**src/core/io_space_defs.vh**
```
// Purpose: Constants for the core I/O register block.
// Assumes: Byte-wide data bus, 16-bit data-space address, 6-bit I/O address.
// Notes: Included by both design files.
`ifndef IO_SPACE_DEFS_VH
`define IO_SPACE_DEFS_VH
`define IO_OFFSET 16'h0020
`define IO_ADDR_MAX 16'h003F
`define EXT_IO_BASE 16'h0060
`define FLAGS_ADDR 16'h005F
`define NVM_LOW_ADDR 16'h0041
`define NVM_HIGH_STEP 16'h0001
`define SCRATCH_ADDR 16'h004A
`define FLAGS_RESET 8'h00
`define SCRATCH_RESET 8'h00
`define NVM_HIGH_BITS 3
`define NVM_ADDR_BITS 11
`define BIT_I 7
`define BIT_T 6
`define BIT_H 5
`define BIT_S 4
`define BIT_V 3
`define BIT_N 2
`define BIT_Z 1
`define BIT_C 0
`endif

```
**src/core/io_addr_decode.v**
```verilog
// Purpose: Maps a data-space or short I/O access to a data-space address.
// Assumes: I/O addresses are six bits wide.
// Notes: Purely combinational.
`timescale 1ns/100ps
`default_nettype none
`include "io_space_defs.vh"
module io_addr_decode (
	input wire i_is_io,
	input wire [5:0] i_io_addr,
	input wire [15:0] i_data_addr,
	output reg [15:0] o_data_addr,
	output reg o_short_ok
);
	always @* begin
		if (i_is_io) begin
			o_data_addr = {10'h000, i_io_addr} + `IO_OFFSET;
		end else begin
			o_data_addr = i_data_addr;
		end
		// Short I/O instructions can never reach extended space.
		o_short_ok = !i_is_io || (o_data_addr < `EXT_IO_BASE);
	end
endmodule // io_addr_decode
`default_nettype wire

```
**src/core/io_space_core_registers.v**
```verilog
// Purpose: Flag, nonvolatile address and scratch registers of the core I/O space.
// Assumes: The core presents one access per cycle with a decoded address.
// Notes: Read data is registered; it appears the cycle after the read strobe.
// How it works
// - I/O address is data address minus 0x20.
// - Extended space only via data-space access.
// - Interrupts gated by global enable bit.
// - Interrupt taken clears enable; return sets it.
// - Unmask sets enable, mask clears it.
// - Bit store and load use copy bit.
// - Sign equals negative xor overflow.
// - Negative flag marks negative result.
// - Zero flag marks zero result.
// - Half carry records low nibble carry.
// - Flags at 0x5F/0x3F, all R/W, reset zero.
// - Address pair low at base, high base+1.
// - Address selects one of 2048 bytes.
// - Address register not reset.
// - Address pair at 0x41, I/O 0x21.
// - Scratch at 0x4A/0x2A, R/W, reset zero.
`timescale 1ns/100ps
`default_nettype none
`include "io_space_defs.vh"
module io_space_core_registers (
	input wire i_sys_clk,
	input wire i_rst,
	input wire i_wr,
	input wire i_rd,
	input wire i_is_io,
	input wire [5:0] i_io_addr,
	input wire [15:0] i_data_addr,
	input wire [7:0] i_wdata,
	input wire i_irq_pending,
	input wire i_irq_taken,
	input wire i_irq_return_op,
	input wire i_irq_unmask_op,
	input wire i_irq_mask_op,
	input wire i_bit_to_flag_op,
	input wire i_bit_value,
	input wire i_alu_upd,
	input wire [7:0] i_alu_result,
	input wire i_alu_upd_h,
	input wire i_alu_h,
	input wire i_alu_v,
	input wire i_alu_c,
	output reg [7:0] o_rdata,
	output reg o_hit,
	output reg o_irq_req,
	output reg o_copy_bit,
	output reg [7:0] o_flags,
	output reg [10:0] o_nvm_addr
);
	reg [7:0] cpu_flags_reg;
	reg [7:0] cpu_flags_next;
	reg [7:0] scratch_byte_one_reg;
	reg [7:0] nvm_addr_low_reg;
	reg [`NVM_HIGH_BITS-1:0] nvm_addr_high_reg;
	wire [15:0] eff_addr;
	wire short_ok;
	reg sel_flags;
	reg sel_low;
	reg sel_high;
	reg sel_scr;
	reg neg;
	reg [7:0] rd_next;

	io_addr_decode u_dec (
		.i_is_io(i_is_io),
		.i_io_addr(i_io_addr),
		.i_data_addr(i_data_addr),
		.o_data_addr(eff_addr),
		.o_short_ok(short_ok)
	);

	always @* begin
		sel_flags = short_ok && (eff_addr == `FLAGS_ADDR);
		sel_low = short_ok && (eff_addr == `NVM_LOW_ADDR);
		sel_high = short_ok && (eff_addr == (`NVM_LOW_ADDR + `NVM_HIGH_STEP));
		sel_scr = short_ok && (eff_addr == `SCRATCH_ADDR);
	end

	always @* begin
		cpu_flags_next = cpu_flags_reg;
		neg = cpu_flags_reg[`BIT_N];
		// A bus write to the flags wins over any instruction effect in the same cycle.
		// The core normally issues one of them per cycle, so a plain priority order suffices.
		if (i_wr && sel_flags) begin
			cpu_flags_next = i_wdata;
		end else if (i_irq_taken) begin
			cpu_flags_next[`BIT_I] = 1'b0;
		end else if (i_irq_return_op || i_irq_unmask_op) begin
			cpu_flags_next[`BIT_I] = 1'b1;
		end else if (i_irq_mask_op) begin
			cpu_flags_next[`BIT_I] = 1'b0;
		end else if (i_bit_to_flag_op) begin
			cpu_flags_next[`BIT_T] = i_bit_value;
		end else if (i_alu_upd) begin
			neg = i_alu_result[7];
			cpu_flags_next[`BIT_N] = neg;
			cpu_flags_next[`BIT_Z] = (i_alu_result == 8'h00);
			cpu_flags_next[`BIT_V] = i_alu_v;
			cpu_flags_next[`BIT_S] = neg ^ i_alu_v;
			cpu_flags_next[`BIT_C] = i_alu_c;
			if (i_alu_upd_h) begin
				cpu_flags_next[`BIT_H] = i_alu_h;
			end
		end
	end

	always @* begin
		rd_next = 8'h00;
		if (sel_flags) begin
			rd_next = cpu_flags_reg;
		end else if (sel_low) begin
			rd_next = nvm_addr_low_reg;
		end else if (sel_high) begin
			rd_next = {5'h00, nvm_addr_high_reg};
		end else if (sel_scr) begin
			rd_next = scratch_byte_one_reg;
		end
	end

	always @(posedge i_sys_clk) begin
		if (i_rst) begin
			cpu_flags_reg <= `FLAGS_RESET;
			scratch_byte_one_reg <= `SCRATCH_RESET;
			o_rdata <= 8'h00;
			o_hit <= 1'b0;
			o_irq_req <= 1'b0;
			o_copy_bit <= 1'b0;
			o_flags <= `FLAGS_RESET;
		end else begin
			cpu_flags_reg <= cpu_flags_next;
			if (i_wr && sel_scr) begin
				scratch_byte_one_reg <= i_wdata;
			end
			if (i_rd) begin
				o_rdata <= rd_next;
			end
			o_hit <= (i_rd || i_wr) && (sel_flags || sel_low || sel_high || sel_scr);
			// Gating uses the next flag value so a mask takes effect at once.
			o_irq_req <= i_irq_pending && cpu_flags_next[`BIT_I] && !i_irq_taken;
			o_copy_bit <= cpu_flags_next[`BIT_T];
			o_flags <= cpu_flags_next;
		end
	end

	// The address pair is deliberately left out of reset; software must load it first.
	always @(posedge i_sys_clk) begin
		if (i_wr && sel_low) begin
			nvm_addr_low_reg <= i_wdata;
		end
		if (i_wr && sel_high) begin
			nvm_addr_high_reg <= i_wdata[`NVM_HIGH_BITS-1:0];
		end
		o_nvm_addr <= {nvm_addr_high_reg, nvm_addr_low_reg};
	end
endmodule // io_space_core_registers
`default_nettype wire

```
**config.mk**
```make
export PLATFORM = sky130hd
export DESIGN_NAME = io_space_core_registers
export DESIGN_NICKNAME = d
export VERILOG_FILES = /design/src/core/io_addr_decode.v /design/src/core/io_space_core_registers.v
export VERILOG_INCLUDE_DIRS = /design/src /design/src/core
export SDC_FILE = /design/constraint.sdc
export NUM_CORES = 1
export LEC_CHECK = 0
export ABC_AREA = 1
export BUFFER_PORTS_ARGS = -buffer_cell sky130_fd_sc_hd__buf_2
export CORE_MARGIN = 2
export CORE_UTILIZATION = 45
export CTS_CLUSTER_DIAMETER = 80
export DETAILED_ROUTE_END_ITERATION = 8
export HOLD_SLACK_MARGIN = 0.03
export PLACE_DENSITY = 0.84
export SYNTH_ARGS = -nofsm -noshare
export SYNTH_HDL_FRONTEND = slang
export SYNTH_HIERARCHICAL = 1
export SYNTH_SLANG_ARGS = --single-unit
```
**constraint.sdc**
```tcl
create_clock -name i_sys_clk -period 2.2 [get_ports i_sys_clk]
set_input_delay 0.44 -clock i_sys_clk [delete_from_list [all_inputs] [get_ports i_sys_clk]]
set_output_delay 0.44 -clock i_sys_clk [all_outputs]
set_load 0.02 [all_outputs]
```
==> After elaboration in Yosys (flattened, before gate mapping) <==
Index checks and enable logic that the tools add are counted.
{ "totals": {"register_bits": 49, "latchBits": 0, "ram_bits": 0, "mem_bits_ro": 0, "output_inout_bits": 30, "wordCells": 62, "mem_count": 0} }
{ "classes": {"n_addsub": 1, "multipliers": 0, "div_mod_pow": 0, "order_cmp": 1, "eq_ne": 8, "shift": 0, "muxes": 16, "bitwise_logic": 1, "n_reduce_logical": 24} }
{ "ops": {"columns": ["op", "count"], "rows": [
  ["$eq 16x7->1 const B", 4],
  ["$mux 8", 5],
  ["$mux 7", 3],
  ["$lt 16x7->1 const B", 1],
  ["$mux 16", 1],
  ["$mux 6", 2],
  ["$logic_and 1x1->1", 11],
  ["$logic_not 8->1", 1],
  ["$add 6x6->7 const B", 1],
  ["$logic_or 1x1->1", 6],
  ["$ne 2x1->1 const B", 3],
  ["$reduce_and 6->1", 1],
  ["$mux 1", 5],
  ["$reduce_and 5->1", 1],
  ["$reduce_bool 2->1", 2],
  ["$logic_not 1->1", 2],
  ["$ne 2x2->1 const B", 1],
  ["$xor 1x1->1", 1]
]} }

==> Depth between registers and ports, before layout <==
{ "depth": {"ltp_word": 9, "depth_mapped": 14, "depth_no_buf": 13} }

==> By module <==
The synthesis kept the hierarchy.
{ "modules_own_cells": {"columns": ["mod", "n_inst", "cells_per_inst", "area_per_inst_um2", "seq_area_each_um2"], "rows": [
  ["io_space_core_registers", 1, 255, 2103.3, 1071.0],
  ["io_addr_decode", 1, 45, 191.4, 0.0]
]} }

==> Least setup slack after synthesis <==
No wires, ideal clock.
{ "synth_timing": {"kind": "input -> register", "startpoint": "in i_is_io", "endpoint": "reg nvm_addr_low_reg[0], enable pin", "setup_ns": 0.371, "arrival_time_ns": 1.672, "required_time_ns": 1.829, "slack_ns": 0.157, "stages": 9, "cell_sequence": "buf_6 -> buf_8 -> nor2_1 -> nor2_1 -> nand2_1 -> nor2_1 -> buf_4 -> nand3_2 -> nor2_1"} }
{ "synth_between": {"elab_chain_cells": 5, "elab_cells_between_ends": 7} }
{ "synth_lines": {"columns": ["element", "line_no", "rtl"], "rows": [
  ["from (decl)", "io_space_core_registers.v:29", "input wire i_is_io,"],
  ["$mux 16 *", "io_addr_decode.v:15", "if (i_is_io) begin"],
  ["via eff_addr[15]", "io_space_core_registers.v:58", "wire [15:0] eff_addr;"],
  ["$lt 16x7->1 (no source line)", null, null],
  ["$logic_or 1x1->1", "io_addr_decode.v:21", "o_short_ok = !i_is_io || (o_data_addr < `EXT_IO_BASE);"],
  ["$logic_and 1x1->1 *", "io_space_core_registers.v:77", "sel_low = short_ok && (eff_addr == `NVM_LOW_ADDR);"],
  ["$logic_and 1x1->1 *", "io_space_core_registers.v:150", "if (i_wr && sel_low) begin"],
  ["to (signal assigned)", "io_space_core_registers.v:151", "nvm_addr_low_reg <= i_wdata;"],
  ["to (decl)", "io_space_core_registers.v:56", "reg [7:0] nvm_addr_low_reg;"]
]} }
The timed path passes the listed nets; every way through them passes the cells marked *.
A chain may end at the register's enable or synchronous reset.

==> Worst setup path after layout <==
{ "layout_timing": {"startpoint": "in i_is_io", "endpoint": "reg scratch_byte_one_reg[3]"} }
{ "layout_between": {"elab_chain_cells": 5, "elab_cells_between_ends": 7} }
{ "layout_lines": {"columns": ["element", "line_no", "rtl"], "rows": [
  ["$mux 16 *", "io_addr_decode.v:15", null],
  ["via eff_addr[5]", "io_space_core_registers.v:58", null],
  ["$lt 16x7->1 (no source line)", null, null],
  ["$logic_or 1x1->1", "io_addr_decode.v:21", null],
  ["$logic_and 1x1->1 *", "io_space_core_registers.v:79", "sel_scr = short_ok && (eff_addr == `SCRATCH_ADDR);"],
  ["$logic_and 1x1->1 *", "io_space_core_registers.v:134", "if (i_wr && sel_scr) begin"],
  ["to (signal assigned)", "io_space_core_registers.v:126", "scratch_byte_one_reg <= `SCRATCH_RESET;"],
  ["to (signal assigned)", "io_space_core_registers.v:135", "scratch_byte_one_reg <= i_wdata;"],
  ["to (decl)", "io_space_core_registers.v:55", "reg [7:0] scratch_byte_one_reg;"]
]} }
Marks and branches as above.

==> run_results.csv <==
group,metric,value,unit
sta,skew,0.003580,ns
detailed_routing,vias,2201,
placement,place.gp.congestion,0.8564,
synthesis,synth_seq_cells,48,
sta,setup_viol,0,
global_routing,grt_usage,19.84,%
floorplanning,row_count,25,
synthesis,synthCells,300,
hold_path,min_from,"i_wdata[5]",
sta,timing.final.ws_setup,0.2196,ns
worst_setup_path,endpoint_kind,"register",
hold_path,hold_path.class,"in2reg",
synthesis,synthDistinctLibCells,36,
status,status,"finished clean",
clock_network,cts.root.buffer_cell,"clkbuf_8",
worst_setup_path,cp-startpoint,"i_is_io",
synthesis,synth_edf_count,11,
cells_and_area,diodes,0,
global_routing,grt-ovfl-total,0,
power_and_ir_drop,leakage,1.423,nW
cells_and_area,area_growth,25.46,%
worst_setup_path,worst-endpoint-required,2.38,ns
placement,io_buffers,84,
flow_run,maxCapViolCount,0,
worst_setup_path,crit_fanout,17,
cells_and_area,layout_common_cells,"84 x buf_2, 58 x nand2_1, 48 x inv_1",
cells_and_area,final_util,59.77,%
power_and_ir_drop,power,0.001724,W
floorplanning,core,0.004817,mm²
worst_setup_path,cp.arrival,2.16,ns
worst_setup_path,path_cells,"buf_2, inv_2, nand2_1, nand2_1, nor2_1, nand2_1, nor2_1, nand4_2, o21ai_0, a21oi_1",
cells_and_area,drive_gt1_share,29.20,%
detailed_routing,firstDrtPassIters,4,
synthesis,syn_avg_cell_area,7.649,µm²
detailed_routing,drc,0,
worst_setup_path,worstReg2RegStart,"nvm_addr_low_reg[1]",
sta,finalHoldViolations,0,
detailed_routing,drtIter0Drc,90,
synthesis,yosysWarningCount,6,
cells_and_area,largest_register_ffs,11,
synthesis,synth_ff_type,"dfxtp_1",
worst_setup_path,path_class,"in2reg",
power_and_ir_drop,p_per_area,599.0,mW/mm²
worst_setup_path,crit_slowest_cell,"nand4_2",
cells_and_area,layout_commonest_cell,"buf_2",
sta,rsz0062_at_grt,"yes",
global_routing,grt_pass1_vias,2125,
cells_and_area,nets,441,
detailed_routing,via_per_inst,4.848,
floorplanning,ios,85,
clock_network,holdBufCountCts,0,
sta,fin_crit_sh,90.02,%
detailed_routing,ant_nets,0,
cells_and_area,max_flop_register,"o_nvm_addr",
detailed_routing,finalWirelength,5246,µm
clock_network,insertion_delay,0.30,ns
worst_setup_path,slowest_delay,0.36,ns
worst_setup_path,cpMostUsedCell,"nand2_1",
clock_network,cts_made_buffers,5,
floorplanning,die_area,0.005687,mm²
sta,max_freq,0.5050,GHz
worst_setup_path,critPathLaunchType,"primary input",
floorplanning,die_h,75.41,µm
clock_network,cts_tree,"done",
placement,dp_hpwl,4101,µm
clock_network,clk_pin_slew,0.08,ns
clock_network,h-tree-depth,2,
placement,post-place-ws,-0.04583,ns
global_routing,grt_pass1_wl,8652,µm
global_routing,antenna_found_initial,0,
floorplanning,start_util,47.64,%
detailed_routing,wl_per_cell,11.56,µm
global_routing,grt_max_degree,18,
synthesis,netlist_area,0.002295,mm²
power_and_ir_drop,peakVddDrop,340.4,µV
clock_network,clk_path_buf_depth,2,
synthesis,synth_nets,355,
sta,slew_violations,0,
sta,finalCriticalPeriod,1.980,ns
synthesis,yosysSeqAreaShare,46.67,%
floorplanning,die_x,75.41,µm
clock_network,cts_sinks,48,
synthesis,async_flop_share,0,%
worst max-delay path, delay by kind of cell:
| kind | cells | cell delay [ns] |
|---|---|---|
| AND/OR/NAND/NOR | 6 | 0.99 |
| buffers and inverters | 2 | 0.37 |
| AO/OA/AOI/OAI | 2 | 0.37 |
per-stage QoR:
| stage | hold slack [ns] | TNS [ns] | cells | instance area (µm²) |
|---|---|---|---|---|
| after global placement | 0.3537 | 0 | 446 | 2763 |
| after detailed placement | 0.3562 | -0.1852 | 446 | 2763 |
| after CTS | 0.3386 | 0 | 454 | 2879 |
| after global routing | 0.3300 | -0.0004681 | 454 | 2879 |
| after floorplan | 0.3480 | 0 | 300 | 2295 |
| final | 0.3458 | 0 | 454 | 2879 |
synthesized netlist by cell type (3+ instances only):
cell type,number,area [µm²]
nand2_1,58,217.7
inv_1,48,180.2
nor2_1,45,168.9
dfxtp_1,37,740.7
o21ai_0,20,100.1
a21oi_1,19,95.09
edfxtp_1,11,330.3
nand4_1,8,50.05
o21ai_1,7,35.03
o211ai_1,5,37.54
nand3_2,4,40.04
buf_4,3,22.52
nand3_1,3,15.01
report_power, final:
part           internal (W)  switching (W)
clock              0.000366       0.000283
sequential         0.000902     0.00000219
combinational     0.0000687       0.000102
final cells by class:
class | instances | area (µm²)
multi-input cells | 191 | 954.7
inverters | 50 | 187.7
flip-flops and latches | 48 | 1071
well taps | 67 | 83.83
clock buffers | 6 | 82.58
repair buffers | 90 | 465.4
clock inverters | 2 | 33.78
fillers | 467 | 1938
path summary, 6_finish.rpt:
kind	to	slack, ns	depth (start not counted)
worst max-delay path	scratch_byte_one_reg[3]	0.22	10
worst max register to register	o_rdata[1]	1.28	6
worst min-delay path	nvm_addr_low_reg[5]	0.35	1
worst min register to register	o_nvm_addr[3]	0.37	0
cell families (layout without fill, tap and decap cells):
family | count (synthesis) | after routing | share of synthesized area [%]
AOI/OAI and AO/OA | 57 | 57 | 13.85
xor gates and xnor gates | 1 | 1 | 0.3817
buffers and inverters | 61 | 148 | 11.72
DFF | 48 | 48 | 46.67
other | 1 | 1 | 0.1634
and+or+nand+nor | 132 | 132 | 27.21
layer usage:
layer	global-route usage (%)	part of all wire, %
met1	22.55	42
met2	36.52	50
met3	4.894	5.9
met4	6.043	1.4
met5	0	0
what timing repair did:
action,CTS,global route
resized for setup,0,0
endpoints found under the setup margin,0,1
buffers inserted,0,0
Power figures use the tool's default switching activity.
